$ cat config.mk
export PLATFORM = sky130hd
export DESIGN_NAME = bsc_branch_skip_ctrl
export DESIGN_NICKNAME = d
export VERILOG_FILES = /design/src/design/bsc_pkg.sv /design/src/design/bsc_cmp_alu.sv /design/src/design/bsc_cond_eval.sv /design/src/design/bsc_branch_skip_ctrl.sv
export VERILOG_INCLUDE_DIRS = /design/src /design/src/design
export SDC_FILE = /design/constraint.sdc
export NUM_CORES = 1
export LEC_CHECK = 0
export BUFFER_PORTS_ARGS = -buffer_cell sky130_fd_sc_hd__buf_2
export CORE_ASPECT_RATIO = 0.9
export CORE_MARGIN = 3
export CORE_UTILIZATION = 59
export CTS_CLUSTER_SIZE = 10
export DETAILED_ROUTE_END_ITERATION = 8
export PLACE_DENSITY_LB_ADDON = 0.2
export SYNTH_ARGS = -nofsm -noshare
export SYNTH_HDL_FRONTEND = slang
export SYNTH_SLANG_ARGS = --single-unit
$ cat constraint.sdc
create_clock -name i_clk_sys -period 6.47 [get_ports i_clk_sys]
set_input_delay 0.3235 -clock i_clk_sys [delete_from_list [all_inputs] [get_ports i_clk_sys]]
set_output_delay 0.3235 -clock i_clk_sys [all_outputs]
set_load 0.02 [all_outputs]
$ cat src/design/bsc_cfg.svh
// register map, field layout and cycle counts of the branch/skip unit
`ifndef BSC_CFG_SVH
`define BSC_CFG_SVH
`define BSC_AW 8
`define BSC_A_OP 8'h00
`define BSC_A_OPND 8'h04
`define BSC_A_PTR 8'h08
`define BSC_A_PC 8'h0c
`define BSC_A_FLAG 8'h10
`define BSC_A_STAT 8'h14
`define BSC_HTRANS_ACT 1
`define BSC_HSIZE_WORD 3'h2
`define BSC_OP_LSB 0
`define BSC_OP_MSB 4
`define BSC_BIT_LSB 5
`define BSC_BIT_MSB 7
`define BSC_K_LSB 8
`define BSC_K_MSB 14
`define BSC_TWO_WORD 16
`define BSC_OPW_MSB 16
`define BSC_RD_LSB 0
`define BSC_RD_MSB 7
`define BSC_RR_LSB 8
`define BSC_RR_MSB 15
`define BSC_IO_LSB 16
`define BSC_IO_MSB 23
`define BSC_Z_MSB 15
`define BSC_F_C 0
`define BSC_F_Z 1
`define BSC_F_N 2
`define BSC_F_V 3
`define BSC_F_S 4
`define BSC_F_H 5
`define BSC_F_T 6
`define BSC_F_I 7
`define BSC_FLAG_RST 8'h00
`define BSC_CYC_ONE 3'h1
`define BSC_CYC_TWO 3'h2
`define BSC_CYC_THREE 3'h3
`define BSC_CYC_FOUR 3'h4
`define BSC_CYC_IND_CALL 3'h3
`define BSC_CYC_EXT_CALL 3'h3
`define BSC_STEP_NEXT 1
`define BSC_STEP_SKIP1 2
`define BSC_STEP_SKIP2 3
`endif

$ cat src/design/bsc_pkg.sv
// shared types of the branch/skip control unit
package bsc_pkg;
  typedef enum logic [4:0] {
    OP_INDIRECT_CALL = 5'h00, OP_EXTENDED_INDIRECT_CALL = 5'h01,
    OP_COMPARE_REGS = 5'h02, OP_COMPARE_REGS_WITH_CARRY = 5'h03,
    OP_COMPARE_WITH_IMMEDIATE = 5'h04, OP_COMPARE_SKIP_EQUAL = 5'h05,
    OP_SKIP_REG_BIT_CLEAR = 5'h06, OP_SKIP_REG_BIT_SET = 5'h07,
    OP_SKIP_IO_BIT_CLEAR = 5'h08, OP_SKIP_IO_BIT_SET = 5'h09,
    OP_BRANCH_STATUS_BIT_SET = 5'h0a, OP_BRANCH_STATUS_BIT_CLEAR = 5'h0b,
    OP_BRANCH_EQUAL = 5'h0c, OP_BRANCH_NOT_EQUAL = 5'h0d,
    OP_BRANCH_CARRY_SET = 5'h0e, OP_BRANCH_CARRY_CLEAR = 5'h0f,
    OP_BRANCH_SAME_OR_HIGHER = 5'h10, OP_BRANCH_LOWER = 5'h11,
    OP_BRANCH_MINUS = 5'h12, OP_BRANCH_PLUS = 5'h13,
    OP_BRANCH_SIGNED_GE = 5'h14, OP_BRANCH_SIGNED_LT = 5'h15,
    OP_BRANCH_HALF_CARRY_SET = 5'h16, OP_BRANCH_HALF_CARRY_CLEAR = 5'h17,
    OP_BRANCH_TRANSFER_FLAG_SET = 5'h18, OP_BRANCH_TRANSFER_FLAG_CLEAR = 5'h19,
    OP_BRANCH_OVERFLOW_SET = 5'h1a, OP_BRANCH_OVERFLOW_CLEAR = 5'h1b,
    OP_BRANCH_IRQ_ENABLED = 5'h1c, OP_BRANCH_IRQ_DISABLED = 5'h1d
  } bsc_op_t;
  typedef enum logic [1:0] {
    BSC_S_IDLE = 2'h1,
    BSC_S_EXEC = 2'h2
  } bsc_state_t;
endpackage

$ cat src/design/bsc_cmp_alu.sv
// compare subtractor: flags of rd - rr - carry, result discarded
`timescale 1ns/10ps
`default_nettype none
`include "bsc_cfg.svh"
module bsc_cmp_alu (
  input  wire logic [7:0] i_rd,
  input  wire logic [7:0] i_rr,
  input  wire logic       i_use_carry,
  input  wire logic [7:0] i_status,
  output logic      [7:0] o_status
);
  logic [7:0] res;
  logic       cin;
  assign cin = i_use_carry & i_status[`BSC_F_C];
  assign res = i_rd - i_rr - {7'h00, cin};
  always_comb begin
    o_status = i_status;
    o_status[`BSC_F_H] = (~i_rd[3] & i_rr[3]) | (i_rr[3] & res[3]) | (res[3] & ~i_rd[3]);
    o_status[`BSC_F_V] = (i_rd[7] & ~i_rr[7] & ~res[7]) | (~i_rd[7] & i_rr[7] & res[7]);
    o_status[`BSC_F_N] = res[7];
    o_status[`BSC_F_S] = res[7] ^ o_status[`BSC_F_V];
    o_status[`BSC_F_C] = (~i_rd[7] & i_rr[7]) | (i_rr[7] & res[7]) | (res[7] & ~i_rd[7]);
    // with carry, zero can only survive a zero from the lower byte
    o_status[`BSC_F_Z] = (res == 8'h00) & (~i_use_carry | i_status[`BSC_F_Z]);
  end
endmodule // bsc_cmp_alu
`default_nettype wire

$ cat src/design/bsc_cond_eval.sv
// classifies an operation and evaluates its skip or branch condition
`timescale 1ns/10ps
`default_nettype none
`include "bsc_cfg.svh"
module bsc_cond_eval
  import bsc_pkg::*;
(
  input  wire bsc_op_t    i_op,
  input  wire logic [2:0] i_bit_sel,
  input  wire logic [7:0] i_status,
  input  wire logic [7:0] i_rd,
  input  wire logic [7:0] i_rr,
  input  wire logic [7:0] i_io,
  output logic            o_branch,
  output logic            o_skip,
  output logic            o_io,
  output logic            o_cond
);
  logic nxv;
  assign nxv = i_status[`BSC_F_N] ^ i_status[`BSC_F_V];
  assign o_branch = (i_op >= OP_BRANCH_STATUS_BIT_SET) && (i_op <= OP_BRANCH_IRQ_DISABLED);
  assign o_skip = (i_op >= OP_COMPARE_SKIP_EQUAL) && (i_op <= OP_SKIP_IO_BIT_SET);
  assign o_io = (i_op == OP_SKIP_IO_BIT_CLEAR) || (i_op == OP_SKIP_IO_BIT_SET);
  always_comb begin
    unique case (i_op)
      OP_COMPARE_SKIP_EQUAL:         o_cond = (i_rd == i_rr);
      OP_SKIP_REG_BIT_CLEAR:         o_cond = ~i_rd[i_bit_sel];
      OP_SKIP_REG_BIT_SET:           o_cond = i_rd[i_bit_sel];
      OP_SKIP_IO_BIT_CLEAR:          o_cond = ~i_io[i_bit_sel];
      OP_SKIP_IO_BIT_SET:            o_cond = i_io[i_bit_sel];
      OP_BRANCH_STATUS_BIT_SET:      o_cond = i_status[i_bit_sel];
      OP_BRANCH_STATUS_BIT_CLEAR:    o_cond = ~i_status[i_bit_sel];
      OP_BRANCH_EQUAL:               o_cond = i_status[`BSC_F_Z];
      OP_BRANCH_NOT_EQUAL:           o_cond = ~i_status[`BSC_F_Z];
      OP_BRANCH_MINUS:               o_cond = i_status[`BSC_F_N];
      OP_BRANCH_PLUS:                o_cond = ~i_status[`BSC_F_N];
      OP_BRANCH_CARRY_SET,
      OP_BRANCH_LOWER:               o_cond = i_status[`BSC_F_C];
      OP_BRANCH_CARRY_CLEAR,
      OP_BRANCH_SAME_OR_HIGHER:      o_cond = ~i_status[`BSC_F_C];
      OP_BRANCH_SIGNED_GE:           o_cond = ~nxv;
      OP_BRANCH_SIGNED_LT:           o_cond = nxv;
      OP_BRANCH_HALF_CARRY_SET:      o_cond = i_status[`BSC_F_H];
      OP_BRANCH_HALF_CARRY_CLEAR:    o_cond = ~i_status[`BSC_F_H];
      OP_BRANCH_TRANSFER_FLAG_SET:   o_cond = i_status[`BSC_F_T];
      OP_BRANCH_TRANSFER_FLAG_CLEAR: o_cond = ~i_status[`BSC_F_T];
      OP_BRANCH_OVERFLOW_SET:        o_cond = i_status[`BSC_F_V];
      OP_BRANCH_OVERFLOW_CLEAR:      o_cond = ~i_status[`BSC_F_V];
      OP_BRANCH_IRQ_ENABLED:         o_cond = i_status[`BSC_F_I];
      OP_BRANCH_IRQ_DISABLED:        o_cond = ~i_status[`BSC_F_I];
      default:                       o_cond = 1'b0;
    endcase
  end
endmodule // bsc_cond_eval
`default_nettype wire

$ cat src/design/bsc_branch_skip_ctrl.sv
// branch/skip control unit with its AHB-Lite register slave
//
// The address map and the AHB-Lite interface to the registers were left to the implementer.
`timescale 1ns/10ps
`default_nettype none
`include "bsc_cfg.svh"
// Overview of operation
// - indirect call: counter low 16 bits from pointer, upper bits zero, three cycles
// - extended indirect call: low and upper counter bits both from pointer register, three cycles
// - compare-skip-equal skips next instruction when both registers match, no flags
// - compares subtract without storing, update Z C N V S H in one cycle
// - register-bit skips skip when selected bit is clear or set, one to three
// - io-bit skips skip on selected io bit, two to four cycles
// - status branches jump to counter plus offset plus one on chosen bit
// - carry-set and lower on carry one; carry-clear and same-or-higher on zero
// - signed greater-or-equal on N xor V zero; less-than on one
// - half-carry branches follow the half-carry flag
// - transfer-flag branches follow the transfer flag
// - overflow branches follow the overflow flag
// - interrupt-state branches follow the global interrupt enable flag
module bsc_branch_skip_ctrl
  import bsc_pkg::*;
#(
  parameter int PC_W = 22
) (
  input  wire logic            i_clk_sys,
  input  wire logic            i_rst,
  input  wire logic            i_hsel,
  input  wire logic [31:0]     i_haddr,
  input  wire logic [1:0]      i_htrans,
  input  wire logic            i_hwrite,
  input  wire logic [2:0]      i_hsize,
  input  wire logic [31:0]     i_hwdata,
  input  wire logic            i_hready,
  output logic                 o_hreadyout,
  output logic [31:0]          o_hrdata,
  output logic                 o_hresp,
  output logic [PC_W-1:0]      o_pc,
  output logic [7:0]           o_status,
  output logic                 o_busy
);
  localparam int AW = `BSC_AW;
  localparam int K_W = `BSC_K_MSB - `BSC_K_LSB + 1;
  localparam logic [PC_W-1:0] STEP_NEXT = PC_W'(`BSC_STEP_NEXT);
  localparam logic [PC_W-1:0] STEP_SKIP1 = PC_W'(`BSC_STEP_SKIP1);
  localparam logic [PC_W-1:0] STEP_SKIP2 = PC_W'(`BSC_STEP_SKIP2);

  // the counter must hold the 16-bit pointer plus an extension byte part
  if (PC_W < 17 || PC_W > 22) begin : g_pc_w_check
    $error("PC_W must lie between 17 and 22");
  end

  //////////////////////////////////////////////////////////////////////////////
  logic                 hready_reg;
  logic [31:0]          hrdata_reg;
  logic                 hresp_reg;
  logic                 dp_wr_reg;
  logic [AW-1:0]        dp_addr_reg;
  logic [`BSC_OPW_MSB:0] op_word_reg;
  logic [`BSC_IO_MSB:0] opnd_reg;
  logic [PC_W-1:0]      ptr_reg;
  logic [PC_W-1:0]      pc_reg;
  logic [7:0]           status_reg;
  bsc_state_t           state_reg;
  logic                 busy_reg;
  logic [2:0]           cnt_reg;
  logic [PC_W-1:0]      tgt_reg;
  logic [7:0]           flags_reg;
  logic                 upd_reg;
  logic                 taken_reg;
  logic [2:0]           last_cyc_reg;

  logic                 ap_take;
  logic                 ap_hit;
  logic                 wr_ok;
  logic                 wr_op;
  logic                 commit_w;
  logic [31:0]          rd_mux;
  bsc_op_t              op_in;
  logic [2:0]           bit_in;
  logic [K_W-1:0]       k_in;
  logic                 two_in;
  logic [PC_W-1:0]      k_ext;
  logic [7:0]           rd_w;
  logic [7:0]           rr_w;
  logic [7:0]           io_w;
  logic                 br_w;
  logic                 skip_w;
  logic                 iosk_w;
  logic                 cond_w;
  logic                 cmp_w;
  logic [7:0]           alu_status;
  logic [PC_W-1:0]      tgt_next;
  logic [2:0]           cyc_next;
  logic                 upd_next;
  logic                 taken_next;

  //////////////////////////////////////////////////////////////////////////////
  // bus slave: zero wait states, every answer OKAY
  assign ap_take = i_hsel & i_htrans[`BSC_HTRANS_ACT] & i_hready;
  // unmapped, unaligned or narrow accesses read zero and drop writes
  assign ap_hit = (i_haddr[31:AW] == '0) && (i_haddr[1:0] == 2'h0)
               && (i_haddr[AW-1:0] <= `BSC_A_STAT) && (i_hsize == `BSC_HSIZE_WORD);

  always_ff @(posedge i_clk_sys or posedge i_rst) begin
    if (i_rst) begin
      dp_wr_reg <= 1'b0;
      dp_addr_reg <= '0;
    end else begin
      dp_wr_reg <= ap_take & i_hwrite & ap_hit;
      dp_addr_reg <= i_haddr[AW-1:0];
    end
  end

  always_comb begin
    unique case (i_haddr[AW-1:0])
      `BSC_A_OP:   rd_mux = {15'h0000, op_word_reg};
      `BSC_A_OPND: rd_mux = {8'h00, opnd_reg};
      `BSC_A_PTR:  rd_mux = 32'(ptr_reg);
      `BSC_A_PC:   rd_mux = 32'(pc_reg);
      `BSC_A_FLAG: rd_mux = {24'h000000, status_reg};
      `BSC_A_STAT: rd_mux = {21'h000000, last_cyc_reg, 6'h00, taken_reg, busy_reg};
      default:     rd_mux = 32'h00000000;
    endcase
  end

  // read data is captured at the address phase, so it shows the state then
  always_ff @(posedge i_clk_sys or posedge i_rst) begin
    if (i_rst) begin
      hrdata_reg <= 32'h00000000;
      hready_reg <= 1'b1;
      hresp_reg <= 1'b0;
    end else begin
      hrdata_reg <= (ap_take & ~i_hwrite & ap_hit) ? rd_mux : 32'h00000000;
      hready_reg <= 1'b1;
      hresp_reg <= 1'b0;
    end
  end

  // writes arriving while an instruction executes are dropped
  assign wr_ok = dp_wr_reg & ~busy_reg;
  assign wr_op = wr_ok & (dp_addr_reg == `BSC_A_OP);

  //////////////////////////////////////////////////////////////////////////////
  // decode of the issued instruction word
  assign op_in = bsc_op_t'(i_hwdata[`BSC_OP_MSB:`BSC_OP_LSB]);
  assign bit_in = i_hwdata[`BSC_BIT_MSB:`BSC_BIT_LSB];
  assign k_in = i_hwdata[`BSC_K_MSB:`BSC_K_LSB];
  assign two_in = i_hwdata[`BSC_TWO_WORD];
  assign k_ext = {{(PC_W-K_W){k_in[K_W-1]}}, k_in};
  assign rd_w = opnd_reg[`BSC_RD_MSB:`BSC_RD_LSB];
  assign rr_w = opnd_reg[`BSC_RR_MSB:`BSC_RR_LSB];
  assign io_w = opnd_reg[`BSC_IO_MSB:`BSC_IO_LSB];
  assign cmp_w = (op_in == OP_COMPARE_REGS) || (op_in == OP_COMPARE_REGS_WITH_CARRY)
              || (op_in == OP_COMPARE_WITH_IMMEDIATE);

  bsc_cond_eval u_cond (
    .i_op      (op_in),
    .i_bit_sel (bit_in),
    .i_status  (status_reg),
    .i_rd      (rd_w),
    .i_rr      (rr_w),
    .i_io      (io_w),
    .o_branch  (br_w),
    .o_skip    (skip_w),
    .o_io      (iosk_w),
    .o_cond    (cond_w)
  );

  // immediate compares take the constant from the second operand byte
  bsc_cmp_alu u_alu (
    .i_rd        (rd_w),
    .i_rr        (rr_w),
    .i_use_carry (op_in == OP_COMPARE_REGS_WITH_CARRY),
    .i_status    (status_reg),
    .o_status    (alu_status)
  );

  always_comb begin
    tgt_next = pc_reg + STEP_NEXT;
    cyc_next = `BSC_CYC_ONE;
    upd_next = 1'b0;
    taken_next = 1'b0;
    if (op_in == OP_INDIRECT_CALL) begin
      tgt_next = {{(PC_W-16){1'b0}}, ptr_reg[`BSC_Z_MSB:0]};
      cyc_next = `BSC_CYC_IND_CALL;
      taken_next = 1'b1;
    end else if (op_in == OP_EXTENDED_INDIRECT_CALL) begin
      tgt_next = ptr_reg;
      cyc_next = `BSC_CYC_EXT_CALL;
      taken_next = 1'b1;
    end else if (cmp_w) begin
      upd_next = 1'b1;
    end else if (skip_w) begin
      cyc_next = iosk_w ? `BSC_CYC_TWO : `BSC_CYC_ONE;
      if (cond_w) begin
        taken_next = 1'b1;
        tgt_next = pc_reg + (two_in ? STEP_SKIP2 : STEP_SKIP1);
        if (iosk_w && two_in) begin
          cyc_next = `BSC_CYC_FOUR;
        end else if (iosk_w || two_in) begin
          cyc_next = `BSC_CYC_THREE;
        end else begin
          cyc_next = `BSC_CYC_TWO;
        end
      end
    end else if (br_w && cond_w) begin
      taken_next = 1'b1;
      tgt_next = pc_reg + STEP_NEXT + k_ext;
      cyc_next = `BSC_CYC_TWO;
    end
  end

  //////////////////////////////////////////////////////////////////////////////
  // operand registers, refused while busy
  always_ff @(posedge i_clk_sys or posedge i_rst) begin
    if (i_rst) begin
      opnd_reg <= '0;
      ptr_reg <= '0;
      op_word_reg <= '0;
    end else begin
      if (wr_ok && dp_addr_reg == `BSC_A_OPND) begin
        opnd_reg <= i_hwdata[`BSC_IO_MSB:0];
      end
      if (wr_ok && dp_addr_reg == `BSC_A_PTR) begin
        ptr_reg <= i_hwdata[PC_W-1:0];
      end
      if (wr_op) begin
        op_word_reg <= i_hwdata[`BSC_OPW_MSB:0];
      end
    end
  end

  // sequencer: holds the decision for the documented number of cycles
  assign commit_w = (state_reg == BSC_S_EXEC) && (cnt_reg == `BSC_CYC_ONE);

  always_ff @(posedge i_clk_sys or posedge i_rst) begin
    if (i_rst) begin
      state_reg <= BSC_S_IDLE;
      busy_reg <= 1'b0;
      cnt_reg <= 3'h0;
      tgt_reg <= '0;
      flags_reg <= `BSC_FLAG_RST;
      upd_reg <= 1'b0;
      taken_reg <= 1'b0;
      last_cyc_reg <= 3'h0;
    end else begin
      unique case (state_reg)
        BSC_S_IDLE: begin
          if (wr_op) begin
            state_reg <= BSC_S_EXEC;
            busy_reg <= 1'b1;
            cnt_reg <= cyc_next;
            tgt_reg <= tgt_next;
            flags_reg <= alu_status;
            upd_reg <= upd_next;
            taken_reg <= taken_next;
            last_cyc_reg <= cyc_next;
          end
        end
        BSC_S_EXEC: begin
          if (commit_w) begin
            state_reg <= BSC_S_IDLE;
            busy_reg <= 1'b0;
          end else begin
            cnt_reg <= cnt_reg - `BSC_CYC_ONE;
          end
        end
        default: begin
          state_reg <= BSC_S_IDLE;
          busy_reg <= 1'b0;
        end
      endcase
    end
  end

  always_ff @(posedge i_clk_sys or posedge i_rst) begin
    if (i_rst) begin
      pc_reg <= '0;
    end else if (commit_w) begin
      pc_reg <= tgt_reg;
    end else if (wr_ok && dp_addr_reg == `BSC_A_PC) begin
      pc_reg <= i_hwdata[PC_W-1:0];
    end
  end

  // skips and branches leave the flags alone
  always_ff @(posedge i_clk_sys or posedge i_rst) begin
    if (i_rst) begin
      status_reg <= `BSC_FLAG_RST;
    end else if (commit_w && upd_reg) begin
      status_reg <= flags_reg;
    end else if (wr_ok && dp_addr_reg == `BSC_A_FLAG) begin
      status_reg <= i_hwdata[7:0];
    end
  end

  assign o_hreadyout = hready_reg;
  assign o_hrdata = hrdata_reg;
  assign o_hresp = hresp_reg;
  assign o_pc = pc_reg;
  assign o_status = status_reg;
  assign o_busy = busy_reg;

  //////////////////////////////////////////////////////////////////////////////
  a_ind_call_target: assert property (@(posedge i_clk_sys) disable iff (i_rst)
    wr_op && op_in == OP_INDIRECT_CALL |=> busy_reg [*3] ##1
      (!busy_reg && pc_reg[PC_W-1:16] == '0 && pc_reg[15:0] == $past(ptr_reg[15:0], 4)))
    else $error("indirect call target or length wrong");

  a_ext_call_target: assert property (@(posedge i_clk_sys) disable iff (i_rst)
    wr_op && op_in == OP_EXTENDED_INDIRECT_CALL |=> busy_reg [*3] ##1
      (!busy_reg && pc_reg == $past(ptr_reg, 4)))
    else $error("extended indirect call target or length wrong");

  a_cmp_skip_eq: assert property (@(posedge i_clk_sys) disable iff (i_rst)
    wr_op && op_in == OP_COMPARE_SKIP_EQUAL && rd_w == rr_w && !two_in |=>
      busy_reg [*2] ##1 (!busy_reg && pc_reg == $past(pc_reg, 3) + STEP_SKIP1
      && status_reg == $past(status_reg, 3)))
    else $error("compare-skip did not skip one word in two cycles");

  a_cmp_zero_flag: assert property (@(posedge i_clk_sys) disable iff (i_rst)
    wr_op && op_in == OP_COMPARE_REGS |=> busy_reg ##1 (!busy_reg
      && status_reg[`BSC_F_Z] == ($past(rd_w, 2) == $past(rr_w, 2))
      && status_reg[`BSC_F_C] == ($past(rd_w, 2) < $past(rr_w, 2))))
    else $error("compare flags wrong or not one cycle");

  a_regbit_skip2: assert property (@(posedge i_clk_sys) disable iff (i_rst)
    wr_op && op_in == OP_SKIP_REG_BIT_SET && rd_w[bit_in] && two_in |=>
      busy_reg [*3] ##1 (!busy_reg && pc_reg == $past(pc_reg, 4) + STEP_SKIP2))
    else $error("register bit skip over two words wrong");

  a_iobit_noskip: assert property (@(posedge i_clk_sys) disable iff (i_rst)
    wr_op && iosk_w && !cond_w |=> busy_reg [*2] ##1
      (!busy_reg && pc_reg == $past(pc_reg, 3) + STEP_NEXT))
    else $error("io bit test without skip not two cycles");

  a_branch_taken: assert property (@(posedge i_clk_sys) disable iff (i_rst)
    wr_op && op_in == OP_BRANCH_STATUS_BIT_SET && status_reg[bit_in] |=> busy_reg [*2]
      ##1 (!busy_reg && pc_reg == $past(pc_reg, 3) + STEP_NEXT + $past(k_ext, 3)))
    else $error("status branch taken to wrong target");

  a_ne_flags_kept: assert property (@(posedge i_clk_sys) disable iff (i_rst)
    wr_op && op_in == OP_BRANCH_NOT_EQUAL && !status_reg[`BSC_F_Z] |=>
      $stable(status_reg) && busy_reg ##1 $stable(status_reg) && busy_reg ##1 !busy_reg)
    else $error("not-equal branch changed flags or length");

  a_signed_ge: assert property (@(posedge i_clk_sys) disable iff (i_rst)
    wr_op && op_in == OP_BRANCH_SIGNED_GE && !(status_reg[`BSC_F_N] ^ status_reg[`BSC_F_V])
      |=> busy_reg [*2] ##1 !busy_reg)
    else $error("signed greater-or-equal branch not taken");

  a_branch_not_taken: assert property (@(posedge i_clk_sys) disable iff (i_rst)
    wr_op && br_w && !cond_w |=> busy_reg ##1
      (!busy_reg && pc_reg == $past(pc_reg, 2) + STEP_NEXT))
    else $error("untaken branch not one cycle to next word");
endmodule // bsc_branch_skip_ctrl
`default_nettype wire

Word-level counts from Yosys, hierarchy flattened
Cells that the tools add are included.

word-level totals
  flip-flop bits (word level) = 175
  bits in latches = 0
  bits in writable memories = 0
  memory bits (read-only) = 0
  bits of input ports = 74
  output and inout port bits = 65
  logic and storage cells = 197
  memories = 0

cells by class
  add/sub/neg operators = 6
  $mul = 0
  div/mod/pow operators = 0
  magnitude comparators = 6
  equality and inequality tests = 46
  shifts and indexed selects = 0
  muxes and demuxes = 47
  bitwise gates (word level) = 45
  reduce and logical (&&, ||, !) cells = 31

operators by type and width
  kind                   number
  $mux 22                8
  $pmux 24 s6            1
  $eq 5x5->1 const B     14
  $eq 5x4->1 const B     8
  $eq 8x4->1 const B     4
  $mux 32                1
  $eq 8x5->1 const B     3
  $logic_not 24->1       1
  $logic_not 8->1        3
  $mux 3                 8
  $pmux 1 s23            1
  $add 22x1->22 const B  1
  $add 22x2->22          1
  $add 22x22->22         1
  $eq 5x3->1 const B     4
  $and 1x1->1            19
  $not 1->1              18
  $eq 8x3->1 const B     2
  $mux 1                 16
  $mux 8                 2
  $logic_and 1x1->1      13
  $eq 5x2->1 const B     2
  $bmux 1 s3             3
  $eq 8x8->1             1
  other kinds (28)       46

Logic depth before layout (Yosys ltp)
Gate-level depths: netlist (run 1).

  depth after elaboration = 12
  depth in mapped cells = 16
  gate-level depth less buffers = 16

Cells and area by module
From an unflattened synthesis (run 1), not the netlist that was laid out.

unflattened totals
  cells, all modules = 1,176
  area total of the unflattened synthesis = 10,974.3 um^2

by module, submodules not included
  module                times used  cells an instance  area each (um^2)  sequential area each (um^2)
  bsc_branch_skip_ctrl  1           1,029              9,755.6           4,155.2
  bsc_cond_eval         1           71                 623.1             0.0
  bsc_cmp_alu           1           76                 595.6             0.0

Least setup slack after synthesis (run 1)
OpenSTA, ideal clock, no wires.

  kind = register to register
  from = register pc_reg[1] (netlist: o_pc[1])
  to = register tgt_reg[19]
  library setup time = 127 ps
  arrival time = 3,442 ps
  data required time = 6,343 ps
  setup slack = 2,902 ps
  cell stages (with the launch flop) = 16
  buffers on the path = 0
  period minus slack after synthesis = 3,568 ps
  cell sequence = dfrtp_1 ha_1 nand3_1 nor2_1 nand3_1 xnor2_1 ha_1 a21o_1 a21o_1 a21o_1 nor3_1 o21ai_0 a221oi_1 xnor2_1 o211ai_1 nand3_1

between the ends
  longest elaborated chain between the ends = 7
  elaborated cells on any way between the ends = 9
  those cells by class = 3 x add/sub; 6 x mux

ends and longest elaborated chain
  what                    RTL line                                                  RTL
  from (decl)             bsc_branch_skip_ctrl.sv:62                                logic [PC_W-1:0] pc_reg;
  from (signal assigned)  bsc_branch_skip_ctrl.sv:281                               pc_reg <= tgt_reg;
  from (signal assigned)  bsc_branch_skip_ctrl.sv:283                               pc_reg <= i_hwdata[PC_W-1:0];
  $add 22x1->22           bsc_branch_skip_ctrl.sv:180, bsc_branch_skip_ctrl.sv:209
  $add 22x22->22          bsc_branch_skip_ctrl.sv:209                               tgt_next = pc_reg + STEP_NEXT + k_ext;
  $mux 22                 bsc_branch_skip_ctrl.sv:207                               end else if (br_w && cond_w) begin
  $mux 22                 bsc_branch_skip_ctrl.sv:194                               end else if (skip_w) begin
  $mux 22 *               bsc_branch_skip_ctrl.sv:192                               end else if (cmp_w) begin
  $mux 22 *               bsc_branch_skip_ctrl.sv:188                               end else if (op_in == OP_EXTENDED_INDIRECT_CALL) begin
  $mux 22 *               bsc_branch_skip_ctrl.sv:184                               if (op_in == OP_INDIRECT_CALL) begin
  to (signal assigned)    bsc_branch_skip_ctrl.sv:254                               tgt_reg <= tgt_next;
  to (decl)               bsc_branch_skip_ctrl.sv:67                                logic [PC_W-1:0] tgt_reg;

Mark *: on every way between the ends. The rest lies on a longest branch, timed or not.
A chain may end at the register's enable or synchronous reset.

Final worst setup path (run 1)
Same ends and word-level chain as after synthesis.

==> metrics.md, run 1 <==
| Metric | Value |
|---|---|
| Fin crit share | 68.19% |
| Final cell count without fillers | 1508 |
| Largest net degree at the start of global routing | 77 |
| Ranking of synthesized cells by area | dfrtp_1 38%, mux2_2 6.7%, ha_1 5.3% |
| Post-synth EDFFs | 0 |
| CP max-delay cell | dfrtp_1 |
| First-pass GRT wire length | 50.83 mm |
| Max-slew violations | 0 |
| Syn avg cell area | 9.168 sq um |
| Post-DP HPWL | 23.47 mm |
| Cells after synthesis | 1184 |
| Minimum clock period | 4.412 ns |
| Gr usage total | 32.66% |
| Vias in the first global route | 9064 |
| Post-synthesis sequential area ratio | 38.28% |
| Crit. End Element | flop |
| Worst-path clk slew | 0.07 ns |
| Setup CP Type | reg2reg |
| Cell area after synthesis | 10860 sq um |
| Max_cap viols | 0 |
| Initial antenna violation count | 0 |
| Iteration-0 DRC Markers | 1238 |
| Die area | 20060 sq um |
| RR Startpoint | o_pc[1] |
| Core Rows | 46 |
| Slew headroom | 18.04% |
| Die width | 149.0 microns |
| Fmax | 226.6 MHz |
| Post-synthesis register bit count | 166 |
| CP Cell Sequence | ha_1 -> nand3_1 -> nor2_1 -> nand3_1 -> xnor2_1 -> ha_1 -> a21o_1 -> a21o_1 -> a21o_1 -> nor3_1 -> o21ai_0 -> a221oi_1 -> xnor2_1 -> o211ai_1 -> nand3_1 |
| DRC | 0 |
| Synth top area share | 38.04% |
| Clock Skew | 0.01163 ns |
| Total CTS buffers | 17 |
| Top FF cell, synth | dfrtp_1 |
| RR Endpoint | tgt_reg[19] |
| Worst min path class | in2async |
| Post-CTS Setup Repair Bufs | 0 |
| Port buffer count | 119 |
| Pre-antenna DRT Iters | 6 |
| Antenna-violating nets left | 0 |
| Initial Util | 60.84% |
| Status | completed |
| Leak pwr | 5.791 nW |
| Final setup fails | 0 |
| Worst Path Arrival | 4.72 ns |
| Root Buffer | clkbuf_16 |
| CTS Buffer Depth | 2 |
| Area leader, netlist | dfrtp_1 |
| Global route overflow | 0 |
| Resized cells post-CTS | 0 |
| Routed WL | 32.85 mm |
| Library cells used by synthesis | 75 |
| CTS tree | yes |
| Slew at the pin closest to its max-slew limit | 1.225 ns |
| Critical path's largest stage delay | 0.53 ns |
| Post-synth top cells | 165 x dfrtp_1, 120 x nor2_1, 106 x nand2_1 |
| R2R depth | 15 |
| WP data required | 6.78 ns |
| Clk sink count | 166 |
| RSZ-0062 raised after global routing | no |
| Core area | 17840 sq um |
| Worst reg2reg setup slack | 2.06 ns |
| Share of layout cells above drive strength 1 | 20.11% |
| Vias | 9684 |
| I/O pin count | 139 |
| Die height | 134.7 microns |
| Post-layout util | 68.29% |
| Post-Place Cells | 1476 |
| Setup TNS | 0 ns |
| PwrDens | 195.1 nW/um^2 |
| Crit start category | flop |
| Htree depth | 4 |
| Worst skew pair latency | 0.43 ns |
| VDD IR max | 0.0001764 V |
| Placer Congestion | 0.9304 |
| Post-synth ARST share | 100.0% |
| Worst-path fanout max | 8 |
| Area Growth Syn to Fin | 12.24% |
| Design Area, Final | 12180 sq um |
| Yosys warnings | 0 |
| Final-stage net count | 1378 |
| Diode count | 0 |
| Post-DR wirelength/cell | 21.78 microns |
| CTS Hold Bufs | 0 |
| Count leader, synth | dfrtp_1 |
| Placed cell areas | 11540 sq um |
| Final hold vios | 0 |
| Vias per cell | 6.422 |
## where the power goes
group | internal (mW) | total, mW | switching (mW) | leakage [nW]
Sequential | 1.04 | 1.05 | 0.00504 | 1.99
Clock | 0.675 | 1.11 | 0.438 | 0.311
Combinational | 0.0688 | 0.215 | 0.146 | 3.49
## area by class of cell
class | instances | area, sq um
multi-input cells | 895 | 6227
repair buffers | 131 | 685.7
clock buffers | 20 | 456.7
clock inverters | 12 | 188.9
inverters | 44 | 170.2
flip-flops and latches | 166 | 4155
well taps | 240 | 300.3
fillers | 1401 | 5658
## metrics by stage
step                      hold WS (ns)  total power [mW]  setup WS, ns
after global placement          0.4463             1.275         2.306
after global routing         0.0004356             2.444         1.724
after CTS                     0.001847             2.375         2.186
after floorplan                 0.3549             1.207         1.658
after detailed placement        0.4526             1.277         2.235
final                         0.007063             2.377         2.058
## cell families (layout without fill, tap and decap cells)
logic type,count (synthesis),in the layout,share of synthesized area (%)
xor+xnor,63,63,5.083
simple gates,373,373,16.18
mux,113,113,11.98
flops,166,166,38.28
compound gates,287,287,17.49
other cells,2,10,0.06918
fa+ha+maj,49,49,5.855
buf+inv,131,207,5.071
## worst max path at each step
stage            start          end  slack (ns)
6_report       o_pc[1]  tgt_reg[19]        2.06
5_1_grt        o_pc[1]  tgt_reg[19]        1.72
4_1_cts        o_pc[1]  tgt_reg[19]        2.19
3_5_place_dp   o_pc[1]  tgt_reg[19]        2.23
3_3_place_gp   o_pc[1]  tgt_reg[19]        2.31
2_1_floorplan    i_rst   cnt_reg[0]        1.66
## cells in the final DEF (no fill, tap or decap), types with 11 or more instances in the layout
cell         n
clkbuf_16   17
nand2b_1    11
ha_1        46
xnor2_1     27
or3_1       12
buf_4       12
o21ai_1     13
a22oi_1     20
a31oi_1     14
inv_1       43
mux2_2      65
nor2_1     119
o21ai_0     77
a21o_1      15
nand3_1     34
mux2i_1     41
nand4_1     21
buf_2      119
nand2_1    106
dfrtp_1    165
a221oi_1    16
a21oi_1     52
xor2_1      36
## per-layer routing
metal,up-vias,wire (microns),track usage [%]
met1,4657,13340,45.95
li1,4383,-,-
met2,564,15150,50.99
met4,0,954,10.12
met3,80,3400,7.215
met5,-,0,0
## critical path: cells and delay by family (launching register included)
| family | cells | cell delay [ns] |
|---|---|---|
| AO/OA/AOI/OAI | 6 | 1.41 |
| AND/OR/NAND/NOR | 5 | 1.28 |
| XOR/XNOR | 2 | 0.40 |
| flip-flops | 1 | 0.53 |
| adder cells (fa/ha/maj) | 2 | 0.64 |
No activity file was read; power rests on OpenSTA's default activity.
==> inputs of run 2 (changes only) <==
--- a/config.mk
+++ b/config.mk
@@ -9,7 +9,7 @@
 export BUFFER_PORTS_ARGS = -buffer_cell sky130_fd_sc_hd__buf_2
 export CORE_ASPECT_RATIO = 0.9
 export CORE_MARGIN = 3
-export CORE_UTILIZATION = 59
+export CORE_UTILIZATION = 53
 export CTS_CLUSTER_SIZE = 10
 export DETAILED_ROUTE_END_ITERATION = 8
 export PLACE_DENSITY_LB_ADDON = 0.2
==> constraint.sdc (replaced) <==
create_clock -name i_clk_sys -period 3.88 [get_ports i_clk_sys]
set_input_delay 0.194 -clock i_clk_sys [delete_from_list [all_inputs] [get_ports i_clk_sys]]
set_output_delay 0.194 -clock i_clk_sys [all_outputs]
set_load 0.02 [all_outputs]
==> run 2 against run 1 <==
Effect of this change: die area grew 11%; via count up 2.6%; largest cell class unchanged; sequential share of layout area shrank 0.91 points; register-to-register slack got worse by 1.7 ns; clock skew is 0.00070 ns higher; combinational power rose by 75%; clock-buffer cell count decreased by 2; largest power group is now registers; critical path depth down 1.
==> metrics.md, run 2 (synthesis gave the netlist of run 1 again) <==
| Metric | Value |
|---|---|
| Status | completed |
| Post-Place Cells | 1525 (+3.3%) |
| Final cell count without fillers | 1566 (+3.8%) |
| Post-DR wirelength/cell | 22.35 microns (+2.6%) |
| Setup TNS | 0 ns (unchanged) |
| VDD IR max | 0.0002721 V (+54%) |
| Max_cap viols | 0 (unchanged) |
| Area Growth Syn to Fin | 15.31% |
| Crit. End Element | flop |
| Leak pwr | 5.967 nW (+3.0%) |
| Comb pwr share | 9.9% (+0.9 points) |
| Clock group share of total power | 43.9% (-3.0 points) |
| Port buffer count | 119 (unchanged) |
| Vias per cell | 6.344 (-1.2%) |
| Post-DP HPWL | 25.30 mm (+7.8%) |
| Filler cell count | 1727 (+23%) |
| Met3 GRT Util | 7.777% (+0.56 points) |
| Root Buffer | clkbuf_16 |
| Clock Skew | 0.01233 ns (+0.0006963 ns) |
| P_sw | 1.061 mW (+80%) |
| Fin crit share | 91.08% (+23 points) |
| Clk sink count | 166 (unchanged) |
| Area of the multi-input gates | 6241 sq um (+0.22%) |
| Sw frac | 27.99% (+3.2 points) |
| Share of layout cells above drive strength 1 | 22.20% (+2.1 points) |
| WP data required | 4.22 ns (-2.56 ns) |
| Crit path launch | o_pc[0] |
| Crit start category | flop |
| Vias | 9934 (+2.6%) |
| Worst Path Arrival | 3.87 ns (-0.85 ns) |
| Placer Congestion | 0.9535 (+2.5%) |
| Int Pwr | 2.730 mW (+53%) |
| Initial antenna violation count | 0 (unchanged) |
| Most frequent cells in the layout | 165 x dfrtp_1, 119 x nor2_1, 119 x buf_2 |
| CTS Buffer Depth | 2 (unchanged) |
| Pre-antenna DRT Iters | 6 (unchanged) |
| Max-slew violations | 0 (unchanged) |
| Worst min path class | in2async |
| Routed WL | 35.00 mm (+6.6%) |
| Core area | 20050 sq um (+12%) |
| Commonest non-fill, non-tap cell in the layout | dfrtp_1 |
| Gr usage total | 31.32% (-1.3 points) |
| Die height | 141.8 microns (+5.3%) |
| GRT busiest layer | met2 |
| Placed cell areas | 11840 sq um (+2.6%) |
| Post-layout util | 62.44% (-5.9 points) |
| Worst skew pair latency | 0.44 ns (about the same) |
| DRC | 0 (unchanged) |
| RR Startpoint | o_pc[0] |
| Final setup fails | 0 (unchanged) |
| Total CTS buffers | 17 (unchanged) |
| CTS tree | yes |
| Hold WS | 0.005478 ns (-0.001586 ns) |
| Iteration-0 DRC Markers | 1120 (-9.5%) |
| Die area | 22240 sq um (+11%) |
| Worst reg2reg setup slack | 0.35 ns (-1.71 ns) |
| RSZ-0062 raised after global routing | no |
| Largest net degree at the start of global routing | 167 (+120%) |
| Core Rows | 49 (+6.5%) |
| Htree depth | 4 (unchanged) |
| Met1 Usage GRT | 44.46% (-1.5 points) |
| RR Endpoint | tgt_reg[20] |
| Slew headroom | 24.09% (+6.0 points) |
| Design Area, Final | 12520 sq um (+2.7%) |
| PwrDens | 302.9 nW/um^2 (+55%) |
| Diode count | 0 (unchanged) |
| Fmax | 283.0 MHz (+25%) |
| Vias in the first global route | 9275 (+2.3%) |
| Worst-path clk slew | 0.08 ns (about the same) |
| Initial Util | 54.15% (-6.7 points) |
| Met2 Track Usage GR | 46.93% (-4.1 points) |
| R2R depth | 14 (-1) |
| Global route overflow | 0 (unchanged) |
| Worst-path fanout max | 6 (-2) |
| Slew at the pin closest to its max-slew limit | 1.139 ns (-0.08622 ns) |
| Antenna-violating nets left | 0 (unchanged) |
| Die width | 156.9 microns (+5.3%) |
| Minimum clock period | 3.534 ns (-0.8782 ns) |
| Setup CP Type | reg2reg |
| Seq pwr share | 46.1% (+2.0 points) |
| Final hold vios | 0 (unchanged) |
| Seq. cell area | 4155 sq um (unchanged) |
| Final-stage net count | 1421 (+3.1%) |
| I/O pin count | 139 (unchanged) |
| First-pass GRT wire length | 53.08 mm (+4.4%) |
[run 2: cell types whose count changed in the layout (fill, tap and decap cells not counted), sizes merged]
| cell | change |
|---|---|
| clkbuf | -2 |
| buf | +34 |
| inv | +3 |
| bufinv | -4 |
| clkinv | +4 |
| clkinvlp | -1 |
| dlygate4sd3 | +9 |
[run 2: repair_timing]
| action | in CTS | in global routing |
|---|---|---|
| setup endpoints to repair | 0 | 2 |
| resized for setup | 0 | 2 |
| hold buffers | 9 | 0 |
| buffers inserted | 0 | 0 |
| hold endpoints to repair | 9 | 0 |
[run 2: per-stage QoR]
step | setup WS, ns | power, mW
CTS | 0.3542 | 3.807
global route | 0.006725 | 3.917
global placement | 0.3949 | 2.137
floorplan | 0.3115 | 2.013
finish | 0.3461 | 3.791
detailed placement | 0.3817 | 2.142
[run 2: worst max-delay path: stages (launching register included)]
cell and delay (ns):
dfrtp_1 0.35, ha_1 0.23, nand3_1 0.20, buf_4 0.21, or2_2 0.33, xnor2_1 0.14, ha_1 0.40, nand4_1 0.11
a211o_1 0.32, a21oi_1 0.27, o21ai_0 0.17, a31oi_1 0.18, xnor2_1 0.12, or3_1 0.31, o311ai_1 0.09
[run 2: worst max-delay path by stage]
stage | to | cells after the start
6_report | tgt_reg[20] | 14
5_1_grt | tgt_reg[21] | 17
4_1_cts | tgt_reg[21] | 17
3_5_place_dp | tgt_reg[21] | 17
3_3_place_gp | tgt_reg[20] | 14
2_1_floorplan | tgt_reg[19] | 15
[run 2: power groups by stage]
stage	Combinational, mW	Sequential, mW	Clock (mW)
global placement	0.357	1.78	0
detailed placement	0.362	1.78	0
global route	0.407	1.75	1.76
CTS	0.371	1.75	1.69
finish	0.377	1.75	1.67
floorplan	0.235	1.78	0
[run 2: layer usage]
| layer | part of all wire (%) | vias up |
|---|---|---|
| li1 | - | 4486 |
| met1 | 43 | 4861 |
| met2 | 44 | 511 |
| met3 | 11 | 76 |
| met4 | 2.7 | 0 |
| met5 | 0 | - |
[run 2: layout make-up]
cell class                      instances  share of cell area [%]
Multi-Input combinational cell        895                   49.86
Sequential cell                       166                   33.20
Timing Repair Buffer                  174                   8.437
Clock buffer                           18                   3.429
Tap cell                              255                   2.549
Inverter                               44                   1.349
Clock inverter                         14                   1.180
==> inputs of run 3 (changes only) <==
--- a/config.mk
+++ b/config.mk
@@ -9,10 +9,11 @@
 export BUFFER_PORTS_ARGS = -buffer_cell sky130_fd_sc_hd__buf_2
 export CORE_ASPECT_RATIO = 0.9
 export CORE_MARGIN = 3
-export CORE_UTILIZATION = 53
+export CORE_UTILIZATION = 54
 export CTS_CLUSTER_SIZE = 10
 export DETAILED_ROUTE_END_ITERATION = 8
 export PLACE_DENSITY_LB_ADDON = 0.2
 export SYNTH_ARGS = -nofsm -noshare
 export SYNTH_HDL_FRONTEND = slang
+export SYNTH_HIERARCHICAL = 1
 export SYNTH_SLANG_ARGS = --single-unit
==> run 3 against run 2 <==
Effect of this change: the run now ends with hold timing left; combinational power is essentially flat; highest routed layer unchanged; sequential power about the same; routed wire length decreased by 2.4%; die area down 0.75%; non-clock buffer count increased by 6; flip-flop and latch count is the same; core utilization rose by 2.4 points; largest cell class unchanged; critical path type unchanged; synthesized cell count shrank 0.68%; cell count hardly changed.
==> metrics.md, run 3 <==
| Metric | Value |
|---|---|
| Worst Path Arrival | 4.01 ns (+0.14 ns) |
| CP Cell Sequence | mux4_2 -> mux2i_1 -> xor2_1 -> a22oi_1 -> o2111ai_1 -> buf_4 -> o21a_1 -> o211ai_1 -> a32o_1 -> a41oi_1 -> o311ai_1 -> buf_4 -> a21oi_1 -> a21oi_1 -> nand2_1 |
| Cells after synthesis | 1176 (-0.68%) |
| RR Startpoint | opnd_reg[1] |
| Filler cell count | 1587 (-8.1%) |
| Setup CP Type | reg2reg |
| Gr usage total | 31.08% (-0.24 points) |
| Post-synth ARST share | 100.0% (unchanged) |
| XOR/XNOR Fraction of Synth Area | 6.008% (+0.93 points) |
| Largest family of logic cells by synthesized area | simple AND/OR/NAND/NOR gates |
| Die height | 141.2 microns (-0.37%) |
| PwrDens | 302.3 nW/um^2 (-0.19%) |
| Placer Congestion | 0.9551 (+0.17%) |
| Post-layout total power | 3.836 mW (+1.2%) |
| Vias | 9872 (-0.62%) |
| First-pass GRT wire length | 52.85 mm (-0.44%) |
| Post-synthesis mux area share | 12.72% (+0.75 points) |
| Post-synthesis sequential area ratio | 37.86% (-0.41 points) |
| Fmax | 275.6 MHz (-2.6%) |
| Crit start category | flop |
| Leak pwr | 5.998 nW (+0.52%) |
| Adder-cell area share of the yosys netlist | 5.792% (-0.063 points) |
| Simple-gate share of the synthesized area | 16.62% (+0.44 points) |
| VDD IR max | 0.0003907 V (+44%) |
| Pre-antenna DRT Iters | 5 (-1) |
| Failing checks | hold timing |
| Total CTS buffers | 17 (unchanged) |
| Synth top area share | 37.62% (-0.41 points) |
| Top FF cell, synth | dfrtp_1 |
| Vias in the first global route | 9271 (-0.043%) |
| WP data required | 4.26 ns (+0.04 ns) |
| Slew at the pin closest to its max-slew limit | 1.079 ns (-0.05939 ns) |
| Die area | 22070 sq um (-0.75%) |
| Synth Area in Compound Gates | 16.04% (-1.4 points) |
| Largest net degree at the start of global routing | 167 (unchanged) |
| Worst path depth | 15 (+1) |
| Core Rows | 48 (-2.0%) |
| Yosys warnings | 6 (+6) |
| Critical path's largest stage delay | 0.50 ns (+0.10 ns) |
| I/O pin count | 139 (unchanged) |
| Vias per cell | 6.308 (-0.56%) |
| Ranking of synthesized cells by area | dfrtp_1 38%, mux2_2 7.4%, ha_1 5.2% |
| Area leader, netlist | dfrtp_1 |
| Hold WS | -0.01208 ns (-0.01756 ns) |
| CP delay by family, top | compound AO/OA/AOI/OAI gates |
| Worst-path clk slew | 0.07 ns (about the same) |
| Antenna-violating nets left | 0 (unchanged) |
| Setup TNS | 0 ns (unchanged) |
| Post-synthesis register bit count | 166 (unchanged) |
| Crit path launch | opnd_reg[1] |
| Cell area after synthesis | 10970 sq um (+1.1%) |
| Max_cap viols | 0 (unchanged) |
| Worst skew pair latency | 0.44 ns (about the same) |
| Minimum clock period | 3.629 ns (+0.09499 ns) |
| Final hold vios | 4 (+4) |
| Library cells used by synthesis | 79 (+5.3%) |
| Final cell count without fillers | 1565 (-0.064%) |
| Most frequent cells in the layout | 165 x dfrtp_1, 137 x nand2_1, 119 x buf_2 |
| Initial Util | 56.05% (+1.9 points) |
| Post-Place Cells | 1523 (-0.13%) |
| RSZ-0062 raised after global routing | no |
| Iteration-0 DRC Markers | 1207 (+7.8%) |
| Post-synth top cells | 165 x dfrtp_1, 137 x nand2_1, 85 x nor2_1 |
| Area Growth Syn to Fin | 15.63% |
| Status | finished with violations |
| Worst min path class | in2async |
| Syn avg cell area | 9.332 sq um (+1.8%) |
| Global route overflow | 0 (unchanged) |
| Clock Skew | 0.007836 ns (-0.004491 ns) |
| Core area | 19580 sq um (-2.3%) |
| Port buffer count | 119 (unchanged) |
| CP bufs+invs | 2 (+1) |
| Worst-path fanout max | 10 (+4) |
| Post-synth EDFFs | 0 (unchanged) |
| Initial antenna violation count | 0 (unchanged) |
| CP max-delay cell | dfrtp_1 |
| Fin crit share | 93.53% (+2.4 points) |
| R2R depth | 15 (+1) |
| Die width | 156.3 microns (-0.37%) |
| DRC | 0 (unchanged) |
| Final-stage net count | 1424 (+0.21%) |
| Clk sink count | 166 (unchanged) |
| Routed WL | 34.16 mm (-2.4%) |
| Commonest non-fill, non-tap cell in the layout | dfrtp_1 |
| Slew headroom | 28.05% (+4.0 points) |
| Max-slew violations | 0 (unchanged) |
| Share of layout cells above drive strength 1 | 23.44% (+1.2 points) |
| CTS tree | yes |
| Post-DP HPWL | 24.79 mm (-2.0%) |
| Post-DR wirelength/cell | 21.83 microns (-2.3%) |
| Count leader, synth | dfrtp_1 |
| Root Buffer | clkbuf_16 |
| Htree depth | 4 (unchanged) |
| CTS Buffer Depth | 2 (unchanged) |
| Final setup fails | 0 (unchanged) |
| Crit. End Element | flop |
[run 3: cell count changes after synthesis, sizes merged, moves of 14 or more]
| cell | change |
|---|---|
| a21oi | +18 |
| nand2 | +31 |
| a222oi | +14 |
| nor2 | -35 |
| a22oi | -16 |
| clkbuf | -15 |
[run 3: kinds of logic (layout without fill, tap and decap cells)]
kind of cell,after synthesis,count (layout)
AO/OA/AOI/OAI,272,272
XOR/XNOR,72,72
adder cells (fa/ha/maj),49,49
buffers and inverters,119,249
flip-flops,166,166
multiplexers,122,122
other,2,11
AND/OR/NAND/NOR,374,374
[run 3: where the power goes]
part	leakage [nW]	switching [mW]	internal (mW)
Combinational	3.71	0.245	0.130
Sequential	2.00	0.00975	1.74
Clock	0.285	0.793	0.916
Total	6.00	1.05	2.79
[run 3: area by class of cell]
| type | count | area (sq um) | area share [%] |
|---|---|---|---|
| multi-input combinational | 899 | 6391 | 50.36 |
| sequential | 166 | 4155 | 32.74 |
| timing repair buffer | 180 | 1101 | 8.677 |
| clock buffer | 17 | 425.4 | 3.352 |
| tap | 250 | 312.8 | 2.465 |
| clock inverter | 15 | 158.9 | 1.252 |
| inverter | 37 | 142.6 | 1.124 |
| antenna | 1 | 2.502 | 0.01972 |
[run 3: path summary, 6_finish.rpt]
kind / to / slack (ns)
hold / removal: o_pc[5] / -0.01
setup / recovery: tgt_reg[17] / 0.25
max in group asynchronous: dp_addr_reg[6] / 3.20
setup reg to reg: tgt_reg[17] / 0.25
min in group i_clk_sys: opnd_reg[17] / 0.03
hold reg to reg: flags_reg[2] / 0.47
[run 3: what timing repair did]
| item | CTS | global route |
|---|---|---|
| buffers inserted | 0 | 0 |
| hold endpoints to repair | 9 | 0 |
| setup endpoints to repair | 0 | 4 |
| resized for setup | 0 | 4 |
| hold buffers | 9 | 0 |
[run 3: routing by layer]
metal,wire (microns),GRT usage (%),vias up,part of all wire (%)
li1,-,-,4500,-
met1,14650,45.63,4750,43
met2,15190,46.93,556,44
met3,3649,6.783,66,11
met4,675,7.877,0,2.0
met5,0,0,-,0
[run 3: per-stage QoR]
stage          hold WS [ns]  util (%)  worst slack [ns]  instance area [sq um]
3_5_place_dp         0.3167     61.27            0.1779                  12000
6_report           -0.01208     64.81            0.2512                  12690
4_1_cts             0.01481     64.72            0.1368                  12670
3_3_place_gp         0.3181     61.27            0.2136                  12000
2_1_floorplan        0.2254         -            0.2370                  11010
5_1_grt             0.01675     64.80           0.02720                  12690
[run 3: tightest hold or removal path: stages]
cell        delay [ns]
buf_2             0.11
clkinvlp_4        0.07
buf_12            0.57
